--- config.mk ---
export PLATFORM = sky130hd
export DESIGN_NAME = sirq_ctrl
export DESIGN_NICKNAME = d
export VERILOG_FILES = /design/src/hw/sirq_ctrl.v
export VERILOG_INCLUDE_DIRS = /design/src /design/src/hw
export SDC_FILE = /design/constraint.sdc
export NUM_CORES = 1
export LEC_CHECK = 0
export BUFFER_PORTS_ARGS = -buffer_cell sky130_fd_sc_hd__buf_2
export CORE_MARGIN = 2
export CORE_UTILIZATION = 44
export CTS_CLUSTER_SIZE = 12
export DETAILED_ROUTE_END_ITERATION = 8
export GPL_TIMING_DRIVEN = 0
export PLACE_DENSITY = 0.75
export SLEW_MARGIN = 30
export SYNTH_ARGS = -nofsm -noshare
export SYNTH_HDL_FRONTEND = slang
export SYNTH_SLANG_ARGS = --single-unit
--- constraint.sdc ---
create_clock -name clk_sys -period 2.4 [get_ports clk_sys]
set_clock_uncertainty 0.2 [all_clocks]
set_input_delay 0.24 -clock clk_sys [delete_from_list [all_inputs] [get_ports clk_sys]]
set_output_delay 0.24 -clock clk_sys [all_outputs]
set_load 0.01 [all_outputs]
--- src/hw/sirq_map.vh ---
// Register offsets, field positions and reset values of the serial adaptor
// interrupt controller. Included by the controller; holds definitions only.
`ifndef SIRQ_MAP_VH
`define SIRQ_MAP_VH

// ----------------------------------------------------------------------------
// Register offsets
// ----------------------------------------------------------------------------
`define SIRQ_OFS_FIXED_VECTOR 4'h0
`define SIRQ_OFS_MODIFIED_VECTOR 4'h1
`define SIRQ_OFS_IRQ_CONTROL 4'h2
`define SIRQ_OFS_SERIAL_STATUS 4'h4
`define SIRQ_OFS_DMA_STATUS 4'h5
`define SIRQ_OFS_TIMER_STATUS 4'h6
`define SIRQ_OFS_SERIAL_ENABLE 4'h8
`define SIRQ_OFS_DMA_ENABLE 4'h9
`define SIRQ_OFS_TIMER_ENABLE 4'ha

// ----------------------------------------------------------------------------
// Control fields
// ----------------------------------------------------------------------------
`define SIRQ_CTL_GROUP_PRIO 7
`define SIRQ_CTL_ACK_HI 6
`define SIRQ_CTL_ACK_LO 5
`define SIRQ_CTL_VEC_SEL 4
`define SIRQ_CTL_MASK 8'hf0
`define SIRQ_MODVEC_TOP_MASK 8'hc0
`define SIRQ_TIMER_MASK 8'hf0

// ----------------------------------------------------------------------------
// Acknowledge types
// ----------------------------------------------------------------------------
`define SIRQ_ACK_NONE 2'h0
`define SIRQ_ACK_SINGLE 2'h1
`define SIRQ_ACK_DOUBLE 2'h2

// ----------------------------------------------------------------------------
// Reset values
// ----------------------------------------------------------------------------
`define SIRQ_RST_BYTE 8'h00
`define SIRQ_RST_FIXED_VECTOR 8'h00
`define SIRQ_RST_NIBBLE 4'h0
`define SIRQ_RST_TOP 2'h0

`endif

--- src/hw/sirq_ctrl.v ---
// Interrupt controller of a dual-channel serial adaptor: 20 sources, ranking,
// enables, one active-low request and acknowledge-cycle vector output.
// Assumes all inputs are synchronous to clk_sys; host strobes are active low.
//
// Contract
// - Twenty on-chip sources combine onto one active-low request output.
// - Default rank: serial ch0, serial ch1, DMA ch0-3 error/done, timers 0-3.
// - Pending source requests the host only while its enable bit is set.
// - Fixed vector stores any written value, output unchanged when selected.
// - Modified vector low six bits carry code of top-ranked active source.
// - Modified vector top two bits are writable and reset to zero.
// - Modified vector low six bits read zero; software writes zeros there.
// - Control bit 7 zero: serial outranks DMA; one: DMA outranks serial.
// - Acknowledge type 00 ignores the strobe and keeps the bus released.
// - Acknowledge type 01 drives the vector at the first low strobe.
// - Acknowledge type 10 drives the vector only at the second low strobe.
// - Control bit 4 picks fixed vector (0) or modified vector (1).
// - Control fields reset to zero; control bits 3 to 0 read zero.
// - Serial status read-only, reset zero, ch1 in bits 7-4, ch0 in 3-0.
// - DMA status read-only, reset zero, per channel error then normal end.
// - Timer status bits 7-4 show count match, bits 3-0 read zero.
// - Each enable register mirrors its status layout and resets to zero.
// - Strobe low with no enabled pending request outputs no vector.

`timescale 1ns/1ns
`default_nettype none
`include "sirq_map.vh"

module sirq_ctrl (
  // Clock and reset
  input wire clk_sys,
  input wire rst,
  // Host register access
  input wire host_cs_n,
  input wire host_rd_n,
  input wire host_wr_n,
  input wire [3:0] host_addr,
  input wire [7:0] host_data_in,
  output wire [7:0] host_data_out,
  output wire host_data_oe,
  // Interrupt request and acknowledge
  output wire host_irq_n,
  input wire host_ack_strobe_n,
  // Source conditions, laid out like the status registers
  input wire [7:0] serial_src,
  input wire [7:0] dma_src,
  input wire [3:0] timer_src
);

  // --------------------------------------------------------------------------
  // Registers
  // --------------------------------------------------------------------------
  reg [7:0] fixed_vector_reg;
  reg [1:0] modvec_top_reg;
  reg [7:0] irq_control_reg;
  reg [7:0] serial_status_reg;
  reg [7:0] dma_status_reg;
  reg [3:0] timer_status_reg;
  reg [7:0] serial_enable_reg;
  reg [7:0] dma_enable_reg;
  reg [3:0] timer_enable_reg;
  reg [5:0] code_reg;
  reg [5:0] code_next;
  reg irq_n_reg;
  reg ack_prev_reg;
  reg second_ack_reg;
  reg vector_drive_reg;
  reg vector_drive_next;
  reg second_ack_next;
  reg read_drive_reg;
  reg read_drive_next;
  reg data_oe_reg;
  reg data_oe_next;
  reg [7:0] data_out_reg;
  reg [7:0] data_out_next;
  reg [7:0] read_data;
  reg found;
  integer i;

  wire write_en;
  wire read_en;
  wire ack_fall;
  wire ack_taken;
  wire [1:0] ack_type;
  wire [19:0] status_all;
  wire [19:0] enable_all;
  genvar g;
  wire [19:0] pending;
  wire [19:0] ranked;
  wire any_pending;
  wire [7:0] selected_vector;
  wire [7:0] modified_vector;

  assign write_en = ~host_cs_n & ~host_wr_n;
  assign read_en = ~host_cs_n & ~host_rd_n;
  assign ack_fall = ack_prev_reg & ~host_ack_strobe_n;
  assign ack_type = irq_control_reg[`SIRQ_CTL_ACK_HI:`SIRQ_CTL_ACK_LO];

  // --------------------------------------------------------------------------
  // Source status
  // --------------------------------------------------------------------------
  always @(posedge clk_sys or posedge rst) begin
    if (rst) begin
      serial_status_reg <= `SIRQ_RST_BYTE;
      dma_status_reg <= `SIRQ_RST_BYTE;
      timer_status_reg <= `SIRQ_RST_NIBBLE;
    end else begin
      serial_status_reg <= serial_src;
      dma_status_reg <= dma_src;
      timer_status_reg <= timer_src;
    end
  end

  // --------------------------------------------------------------------------
  // Enabled sources
  // --------------------------------------------------------------------------
  // Source index equals default rank, 0 highest
  assign status_all = {timer_status_reg, dma_status_reg, serial_status_reg};
  assign enable_all = {timer_enable_reg, dma_enable_reg, serial_enable_reg};

  generate
    for (g = 0; g < 20; g = g + 1) begin : g_src
      // Pending source joins ranking only with its enable set
      assign pending[g] = status_all[g] & enable_all[g];
    end
  endgenerate

  assign any_pending = |pending;

  // Ranked view: DMA group moved ahead of serial group when selected
  assign ranked = irq_control_reg[`SIRQ_CTL_GROUP_PRIO] ?
                  {pending[19:16], pending[7:0], pending[15:8]} : pending;

  // --------------------------------------------------------------------------
  // Priority encoder
  // --------------------------------------------------------------------------
  always @* begin
    code_next = 6'h00;
    found = 1'b0;
    for (i = 0; i < 20; i = i + 1) begin
      if (ranked[i] && !found) begin
        found = 1'b1;
        code_next = i[5:0];
      end
    end
    if (irq_control_reg[`SIRQ_CTL_GROUP_PRIO] && found && code_next < 6'h10) begin
      code_next = (code_next < 6'h08) ? code_next + 6'h08 : code_next - 6'h08;
    end
  end

  always @(posedge clk_sys or posedge rst) begin
    if (rst) begin
      code_reg <= 6'h00;
      irq_n_reg <= 1'b1;
    end else begin
      code_reg <= code_next;
      irq_n_reg <= ~any_pending;
    end
  end

  assign modified_vector = {modvec_top_reg, code_reg};
  assign selected_vector = irq_control_reg[`SIRQ_CTL_VEC_SEL] ?
                           modified_vector : fixed_vector_reg;

  // --------------------------------------------------------------------------
  // Register writes
  // --------------------------------------------------------------------------
  always @(posedge clk_sys or posedge rst) begin
    if (rst) begin
      fixed_vector_reg <= `SIRQ_RST_FIXED_VECTOR;
      modvec_top_reg <= `SIRQ_RST_TOP;
      irq_control_reg <= `SIRQ_RST_BYTE;
      serial_enable_reg <= `SIRQ_RST_BYTE;
      dma_enable_reg <= `SIRQ_RST_BYTE;
      timer_enable_reg <= `SIRQ_RST_NIBBLE;
    end else if (write_en) begin
      case (host_addr)
        `SIRQ_OFS_FIXED_VECTOR: begin
          fixed_vector_reg <= host_data_in;
        end
        `SIRQ_OFS_MODIFIED_VECTOR: begin
          modvec_top_reg <= host_data_in[7:6];
        end
        `SIRQ_OFS_IRQ_CONTROL: begin
          irq_control_reg <= host_data_in & `SIRQ_CTL_MASK;
        end
        `SIRQ_OFS_SERIAL_ENABLE: begin
          serial_enable_reg <= host_data_in;
        end
        `SIRQ_OFS_DMA_ENABLE: begin
          dma_enable_reg <= host_data_in;
        end
        `SIRQ_OFS_TIMER_ENABLE: begin
          timer_enable_reg <= host_data_in[7:4];
        end
        default: begin
        end
      endcase
    end
  end

  // --------------------------------------------------------------------------
  // Register reads
  // --------------------------------------------------------------------------
  always @* begin
    case (host_addr)
      `SIRQ_OFS_FIXED_VECTOR: read_data = fixed_vector_reg;
      `SIRQ_OFS_MODIFIED_VECTOR: read_data = {modvec_top_reg, 6'h00};
      `SIRQ_OFS_IRQ_CONTROL: read_data = irq_control_reg & `SIRQ_CTL_MASK;
      `SIRQ_OFS_SERIAL_STATUS: read_data = serial_status_reg;
      `SIRQ_OFS_DMA_STATUS: read_data = dma_status_reg;
      `SIRQ_OFS_TIMER_STATUS: read_data = {timer_status_reg, 4'h0};
      `SIRQ_OFS_SERIAL_ENABLE: read_data = serial_enable_reg;
      `SIRQ_OFS_DMA_ENABLE: read_data = dma_enable_reg;
      `SIRQ_OFS_TIMER_ENABLE: read_data = {timer_enable_reg, 4'h0};
      default: read_data = 8'h00;
    endcase
  end

  // --------------------------------------------------------------------------
  // Acknowledge cycles and data bus
  // --------------------------------------------------------------------------
  // Strobe fall only counts while a request is shown to the host
  assign ack_taken = ack_fall & ~irq_n_reg;

  // Vector drive and double-acknowledge arming
  always @* begin
    vector_drive_next = vector_drive_reg;
    second_ack_next = second_ack_reg;
    if (host_ack_strobe_n) begin
      vector_drive_next = 1'b0;
    end
    if (ack_taken) begin
      case (ack_type)
        `SIRQ_ACK_SINGLE: begin
          vector_drive_next = 1'b1;
        end
        `SIRQ_ACK_DOUBLE: begin
          if (second_ack_reg) begin
            vector_drive_next = 1'b1;
            second_ack_next = 1'b0;
          end else begin
            second_ack_next = 1'b1;
          end
        end
        default: begin
          second_ack_next = 1'b0;
        end
      endcase
    end
    if (ack_type != `SIRQ_ACK_DOUBLE) begin
      second_ack_next = 1'b0;
    end
  end

  // Read drive yields to a vector being driven
  always @* begin
    read_drive_next = read_en & ~vector_drive_reg;
    data_oe_next = vector_drive_next | read_drive_next;
  end

  // Data bus contents
  always @* begin
    data_out_next = data_out_reg;
    if (vector_drive_reg) begin
      data_out_next = data_out_reg;
    end else if (read_en) begin
      data_out_next = read_data;
    end
    if (ack_taken) begin
      data_out_next = selected_vector;
    end
  end

  always @(posedge clk_sys or posedge rst) begin
    if (rst) begin
      ack_prev_reg <= 1'b1;
      second_ack_reg <= 1'b0;
      vector_drive_reg <= 1'b0;
      read_drive_reg <= 1'b0;
      data_oe_reg <= 1'b0;
      data_out_reg <= `SIRQ_RST_BYTE;
    end else begin
      ack_prev_reg <= host_ack_strobe_n;
      data_out_reg <= data_out_next;
      read_drive_reg <= read_drive_next;
      vector_drive_reg <= vector_drive_next;
      second_ack_reg <= second_ack_next;
      data_oe_reg <= data_oe_next;
    end
  end

  // --------------------------------------------------------------------------
  // Outputs
  // --------------------------------------------------------------------------
  assign host_data_out = data_out_reg;
  assign host_data_oe = data_oe_reg;
  assign host_irq_n = irq_n_reg;

endmodule // sirq_ctrl

`default_nettype wire

=== After elaboration in Yosys (flattened, before gate mapping) ===
Cells that the tools add are included.

* Memories kept: 0
* RAM bits: 0
* Flip-flop bits (word level): 73
* Bits of input ports: 38
* Bits in latches: 0
* Output and inout port bits: 10
* Word-level logic and storage cells: 173
* ROM bits: 0

* Add/subtract/negate cells: 2
* Shifts and indexed selects: 0
* Multipliers: 0
* Reduce and logical (&&, ||, !) cells: 52
* Divide/modulo/power cells: 0
* Equality and inequality tests: 13
* Muxes and demuxes: 55
* $lt $le $gt $ge: 2
* Bitwise logic cells: 33

{| class="wikitable"
|+ Operators with widths
! kind !! number
|-
| $mux 6 || 20
|-
| $pmux 8 s9 || 1
|-
| $mux 8 || 4
|-
| $mux 1 || 27
|-
| $and 1x1->1 || 25
|-
| $logic_and 1x1->1 || 21
|-
| $reduce_or 20->1 || 1
|-
| $logic_not 1->1 || 19
|-
| $mux 16 || 1
|-
| $reduce_and 2->1 || 8
|-
| $eq 4x3->1 const B || 3
|-
| $eq 4x4->1 const B || 3
|-
| $not 1->1 || 7
|-
| $add 6x4->6 const B || 1
|-
| $lt 6x4->1 const B || 1
|-
| $lt 6x5->1 const B || 1
|-
| $sub 6x4->6 const B || 1
|-
| $eq 4x1->1 const B || 1
|-
| $eq 4x2->1 const B || 1
|-
| $logic_not 4->1 || 1
|-
| $ne 2x2->1 const B || 2
|-
| $pmux 1 s2 || 2
|-
| $reduce_bool 2->1 || 2
|-
| $eq 2x1->1 const B || 1
|-
| 3 further kinds || 3
|}

=== Depth between registers and ports, before layout ===
Gate-level depths: netlist of the first run.

* Word-level depth: 63
* Mapped depth: 7

=== Worst setup path before layout of the first run ===
Ideal clock, no wire load.

* Kind: reg2reg
* From: reg ack_prev_reg
* To: reg data_oe_reg (netlist: host_data_oe)
* Slack: 560 ps
* Clock period less this slack: 1840 ps
* Buffers on the path: 0
* Arrival: 1515 ps
* Required time: 2076 ps
* Stages on the path, launching flop included: 5
* Path through: dfstp_2 > or3b_1 > o32a_1 > o22a_1 > or2_1

* Cells in the longest elaborated chain, start to end: 4

{| class="wikitable"
|+ Ends and longest elaborated chain
! what !! line !! source
|-
| from (decl) || sirq_ctrl.v:65 || <nowiki>reg ack_prev_reg;</nowiki>
|-
| from (signal assigned) || sirq_ctrl.v:284 || <nowiki>ack_prev_reg <= host_ack_strobe_n;</nowiki>
|-
| $and 1x1->1 || sirq_ctrl.v:96 || <nowiki>assign ack_fall = ack_prev_reg & ~host_ack_strobe_n;</nowiki>
|-
| $and 1x1->1 || sirq_ctrl.v:224 || <nowiki>assign ack_taken = ack_fall & ~irq_n_reg;</nowiki>
|-
| $mux 1 || sirq_ctrl.v:233 || <nowiki>if (ack_taken) begin</nowiki>
|-
| named net vector_drive_next || sirq_ctrl.v:68 || <nowiki>reg vector_drive_next;</nowiki>
|-
| $or 1x1->1 || sirq_ctrl.v:259 || <nowiki>data_oe_next = vector_drive_next | read_drive_next;</nowiki>
|-
| named net data_oe_next || sirq_ctrl.v:73 || <nowiki>reg data_oe_next;</nowiki>
|-
| to (signal assigned) || sirq_ctrl.v:289 || <nowiki>data_oe_reg <= data_oe_next;</nowiki>
|-
| to (decl) || sirq_ctrl.v:72 || <nowiki>reg data_oe_reg;</nowiki>
|}

The timed path passes the listed nets, and every way through them passes these cells.
A chain may end at the register's enable or synchronous reset.

=== Final worst setup path of the first run ===
* From: in host_ack_strobe_n
* To: reg data_out_reg[7] (netlist: host_data_out[7])

* Cells in the longest elaborated chain, start to end: 5
* Elaborated cells between the ends (all ways): 7
* Classes of those cells: eq/ne: 1; mux: 1; bitwise: 3; reduce/logical: 2

{| class="wikitable"
|+ Ends and longest elaborated chain
! what !! line !! source
|-
| from (decl) || sirq_ctrl.v:43 || <nowiki>input wire host_ack_strobe_n,</nowiki>
|-
| $not 1->1 (*) || sirq_ctrl.v:96 ||
|-
| $and 1x1->1 (*) || sirq_ctrl.v:96 ||
|-
| $and 1x1->1 (*) || sirq_ctrl.v:224 ||
|-
| $ne 2x1->1 (no source line) / $reduce_bool 2->1 (equally long branches) || -- ||
|-
| $reduce_and 2->1 (no source line) || -- ||
|-
| to (signal assigned) || sirq_ctrl.v:282 || <nowiki>data_out_reg <= `SIRQ_RST_BYTE;</nowiki>
|-
| to (signal assigned) || sirq_ctrl.v:285 || <nowiki>data_out_reg <= data_out_next;</nowiki>
|-
| to (decl) || sirq_ctrl.v:74 || <nowiki>reg [7:0] data_out_reg;</nowiki>
|}

Every way passes the cells marked *; elsewhere a longest branch is shown, timed or not.

==> flow_summary.ini, run 1 <==
[worst_hold_path]
hp-class = input port to flop

[synth]
ys_warn_count = 0
synth.area.mux_share_pct = 15.6
synth_compound_area_share_pct = 15.4
async_reset_ff_share_pct = 100
syn-cell-area_um2 = 3710
synth_area_leaders = dfrtp_1, mux2_2, mux2i_1, nand2_1, nand3_1
synth_nets = 365
yosys.area_share.simple_pct = 15.6
yosysSeqAreaShare_pct = 49.3
synthXorXnorAreaFrac_pct = 0
ys_ff_latch = 73
synth_flop_cell = dfrtp_1
synth.top_cell.area_share_pct = 47.9
synth_largest_area_cell = dfrtp_1
synth_top_family_by_area = multiplexers
synth.distinct_cells = 62
synth_area_per_cell_um2 = 11.4
synthCells = 325
synth_edf_count = 0
synth_fa_ha_area_share_pct = 0.675

[run_status]
status = finished, final reports clean

[clocking]
post-cts-setup-buffers = 0
numCtsBuffers = 9
clk_latency_ns = 0.36
cts.path.max_buffers = 2
cts_htree_levels = 3
cts-root-buf = clkbuf_8
path_clk_slew_ns = 0.07
cts_tree = built
cts.sinks = 73

[die]
start_util_pct = 45.3
die_h_um = 95.8
die-area_um2 = 9180
die_w_um = 95.8
ios = 48
core.rowCount = 33
core_um2 = 8180

[timing]
slew_violations = 0
finalHoldViolCount = 0
min_period_ns = 2.21
slew_headroom_pct = 49.8
worst_pin_slew_ns = 0.750
rsz0062_at_grt = no
fin_tns_setup_ns = 0
timing.hold.ws_ns = 0.00736
setup_viol = 0
timing.final.crit_share_pct = 92.1
fmax_ghz = 0.452

[setup_path]
path_max_fanout = 7
crit_path_start_kind = input port
crit_required_ns = 2.43
critPathArrivalTime_ns = 2.24
crit_type = input port to flop
end_kind = flop

[detailed_routing]
first_pass_iters = 6
drtAntennaViolNets = 0
drc = 0
drtIter0Drc = 208
vias = 3095
finalWirelength_um = 9880
vias_per_cell = 5.93
routedWlPerCell_um = 18.9

[place]
portBuffers = 46
dp_hpwl_um = 7000
place_congestion = 0.964
dp.cells = 477
dpl_cell_area_um2 = 4090

[run]
max-cap-violations = 0

[power_and_ir_drop]
leakagePower_nw = 2.03
ir_drop_v = 0.000435
power_mw = 3.39
power_density_nw_per_um2 = 745

[cells_and_area]
final_nets = 452
syn2layout_area_growth_pct = 22.9
final_cell_area_um2 = 4560
final_layout_size_suffix_gt1_share_pct = 28.5
instances_no_fill = 522
antenna_cells = 0

[global_route]
grt_overflow = 0
grt_pass1_vias = 3111
grt_antenna_before_repair = 0
grt_pass1_wl_um = 15900
grt_start_max_net_pins = 38
grt_use_total_pct = 23.7
==> area by class of cell <==
class	count	area (um2)
Buffer	13	91.3
Clock buffer	12	145
Clock inverter	4	28.8
Fill cell	711	3620
Inverter	8	32.5
Multi-Input combinational cell	231	1760
Sequential cell	73	1830
Tap cell	105	131
Timing Repair Buffer	76	541
==> metal layers <==
layer | GRT usage, % | part of all wire [%] | up-vias
met5 | 0 | 0 | -
met4 | 8.81 | 2.4 | 0
met3 | 9.55 | 7.6 | 26
met2 | 38.1 | 49 | 142
met1 | 28.7 | 41 | 1522
li1 | - | - | 1405
==> layout by cell type, fill, tap and decap left out, types with 3 or more instances in the layout <==
| cell | synthesis | routed |
|---|---|---|
| o221ai_1 | 6 | 6 |
| nand3_1 | 16 | 16 |
| and2_1 | 5 | 5 |
| a222oi_1 | 3 | 3 |
| a22oi_1 | 8 | 8 |
| dlygate4sd3_1 | 0 | 29 |
| o21a_1 | 3 | 3 |
| clkbuf_8 | 0 | 10 |
| a22o_1 | 3 | 3 |
| o21ai_1 | 3 | 3 |
| nor3_1 | 3 | 3 |
| a221oi_1 | 4 | 4 |
| nor2b_1 | 6 | 6 |
| a21oi_1 | 8 | 8 |
| a2bb2oi_1 | 3 | 3 |
| mux2_2 | 37 | 37 |
| clkbuf_1 | 3 | 5 |
| nand3b_1 | 9 | 9 |
| inv_1 | 8 | 7 |
| nand2_1 | 27 | 27 |
| mux2i_1 | 14 | 14 |
| buf_2 | 6 | 52 |
| dfrtp_1 | 71 | 71 |
| nor2_1 | 15 | 15 |
| nor4_1 | 3 | 3 |
| o21ai_0 | 11 | 11 |
==> synthesized netlist by cell type (all sizes together), types with 4 or more instances <==
cell     n
nand3b   9
a21oi    8
inv      8
o21ai   14
nor4     4
a221oi   5
mux2i   14
nand2   27
nor2    15
mux2    37
nand3   18
nor2b    6
dfrtp   71
o221ai   6
a22oi    8
and2     5
buf     10
==> worst paths after layout <==
kind	cells past startpoint	to	slack [ns]	start
min in group asynchronous	3	host_data_oe	0.25	rst
max in group asynchronous	4	fixed_vector_reg[0]	1.21	rst
max	7	host_data_out[7]	0.19	host_ack_strobe_n
min	2	irq_control_reg[6]	0.007	host_data_in[6]
max reg2reg	5	host_data_out[7]	0.24	ack_prev_reg
min reg2reg	2	host_data_out[5]	0.29	host_data_out[5]
==> through the flow <==
| stage | utilization, % | setup slack [ns] |
|---|---|---|
| after floorplan | - | 0.110 |
| after global placement | 49.8 | -0.678 |
| after detailed placement | 50.0 | 0.104 |
| after CTS | 55.6 | 0.219 |
| after global routing | 55.7 | 0.0154 |
| final | 55.7 | 0.190 |
==> timing repair <==
action	in CTS	in global routing
hold buffers	28	1
hold endpoints to repair	77	1
resized for setup	0	0
==> cell families after synthesis <==
kind of cell    count (synthesis)
compound gates                 73
fa+ha+maj                       2
buf+inv                        21
flops                          73
mux                            52
other cells                     1
simple gates                  103
==> worst max-delay path: stages <==
cell	delay [ns]
dlygate4sd3_1	0.53
buf_2	0.15
or3b_1	0.42
nand3_1	0.30
nor2_1	0.19
a222oi_1	0.30
o21ai_0	0.12
==> power by group <==
part           total, mW  internal [mW]  switching [mW]
registers           1.61           1.44           0.168
logic              0.928          0.458           0.470
clock network      0.858          0.404           0.454
(Power assumes the default switching activity.)
==> inputs of run 2 (changes only) <==
--- a/config.mk
+++ b/config.mk
@@ -6,7 +6,7 @@
 export SDC_FILE = /design/constraint.sdc
 export NUM_CORES = 1
 export LEC_CHECK = 0
-export BUFFER_PORTS_ARGS = -buffer_cell sky130_fd_sc_hd__buf_2
+export BUFFER_PORTS_ARGS = -buffer_cell sky130_fd_sc_hd__buf_4
 export CORE_MARGIN = 2
 export CORE_UTILIZATION = 44
 export CTS_CLUSTER_SIZE = 12
==> run 2 against run 1 <==
Maximum frequency fell by 2.3%. Sequential power about the same. Sequential cell count unchanged. Total power up 12%. Clock power up 40%. First-iteration DRC count is 7.7% higher. Utilization up 2.4 points. Worst hold slack gained 0.086 ns. Register-to-register slack worse by 0.08 ns. Largest cell class unchanged. Highest routed layer unchanged.
==> flow_summary.ini, run 2 (same netlist as run 1, synthesis figures left out) <==
[die]
start_util_pct = 45.3
die_w_um = 95.8
core_um2 = 8180
die-area_um2 = 9180
core.rowCount = 33
die_h_um = 95.8
ios = 48

[setup_path]
crit_type = input port to flop
crit_path_start_kind = input port
crit_required_ns = 2.43
end_kind = flop
cp_top_family = simple AND/OR/NAND/NOR gates
startpoint = host_ack_strobe_n
critPathArrivalTime_ns = 2.29
path_buf_inv = 2
cp_slowest_cell = dlygate4sd3_1
path_max_fanout = 7
worstPathCellList = dlygate4sd3_1, buf_4, or3b_1, nand3_1, nor2_1, a222oi_1, o21ai_0
slowest_delay_ns = 0.53
worstReg2RegStart = irq_control_reg[7]

[global_route]
grt_overflow = 0
grt_antenna_before_repair = 0
grt_pass1_vias = 3143
grt_start_max_net_pins = 42
grt_pass1_wl_um = 16200
grt_use_total_pct = 24.1

[timing]
fmax_ghz = 0.442
timing.final.crit_share_pct = 94.3
timing.hold.ws_ns = 0.0937
slew_violations = 0
slew_headroom_pct = 48.0
rsz0062_at_grt = no
min_period_ns = 2.26
setup_viol = 0
worst_pin_slew_ns = 0.778
finalHoldViolCount = 0
fin_tns_setup_ns = 0
setup_slack_ns = 0.137

[worst_hold_path]
hp-start = host_rd_n
hp-class = input port to flop

[detailed_routing]
vias_per_cell = 5.99
finalWirelength_um = 10200
drtAntennaViolNets = 0
first_pass_iters = 5
drtIter0Drc = 224
drc = 0
routedWlPerCell_um = 19.6
vias = 3133

[clocking]
ctsHoldBuffers = 30
path_clk_slew_ns = 0.08
post-cts-setup-buffers = 0
cts_htree_levels = 3
cts-root-buf = clkbuf_8
numCtsBuffers = 9
clk_latency_ns = 0.36
cts_resized = 0
cts.sinks = 73
cts_tree = built
cts.path.max_buffers = 2

[power_and_ir_drop]
power_density_nw_per_um2 = 796
ir_drop_v = 0.000365
leakagePower_nw = 2.11

[place]
portBuffers = 46
dp_hpwl_um = 7330
dp.cells = 477
preCtsSetupSlack_ns = 0.168
dpl_cell_area_um2 = 4210
place_congestion = 0.941

[cells_and_area]
fillers = 667
register_area_um2 = 1830
final_common_cell = dfrtp_1
syn2layout_area_growth_pct = 28.3
final_cell_area_um2 = 4760
final_layout_size_suffix_gt1_share_pct = 28.9
instances_no_fill = 523
final_nets = 453
antenna_cells = 0
layout_common_cells = dfrtp_1, buf_4, mux2_2, dlygate4sd3_1, nand2_1
multiInputGateArea_um2 = 1760

[run_status]
status = finished, final reports clean

[run]
max-cap-violations = 0
run 2: cell type report:
type                            count  area share, %
Sequential cell                    73           38.5
Timing Repair Buffer               77           14.0
Buffer                             13           1.92
Tap cell                          105           2.76
Clock buffer                        9           2.60
Multi-Input combinational cell    231           36.9
Clock inverter                      7           2.63
Inverter                            8          0.684
run 2: metal layers:
metal  global-route usage [%]  routed length [um]  up-vias
li1                         -                   -     1396
met1                     30.2                4200     1575
met2                     40.6                5170      145
met3                     5.01                 652       17
met4                     9.76                 210        0
met5                        0                   0        -
run 2: per-stage QoR:
step	utilization, %	power, mW
2_1_floorplan	-	2.22
3_3_place_gp	51.2	2.52
5_1_grt	58.2	3.98
3_5_place_dp	51.5	2.56
4_1_cts	58.2	3.79
6_report	58.2	3.78
run 2: worst register-to-register path, delay by kind of cell (launching register included):
kind                   cells  cell delay, ns
AOI/OAI and AO/OA          2            0.39
and+or+nand+nor            3            0.81
DFF                        1            0.39
buffers and inverters      2            0.34
run 2: power breakdown:
part	internal, mW	leakage [nW]	switching (mW)
clock	0.701	0.124	0.501
sequential	1.44	0.911	0.170
combinational	0.496	1.07	0.478
run 2: worst paths after layout:
kind                       cells past startpoint                 to  slack, ns
max                                            7   host_data_out[7]       0.14
min                                            3       host_data_oe       0.09
max reg2reg                                    7        code_reg[4]       0.16
min reg2reg                                    2   host_data_out[6]       0.30
max in group asynchronous                      4         host_irq_n       1.17
min in group asynchronous                      3  modvec_top_reg[1]       0.23
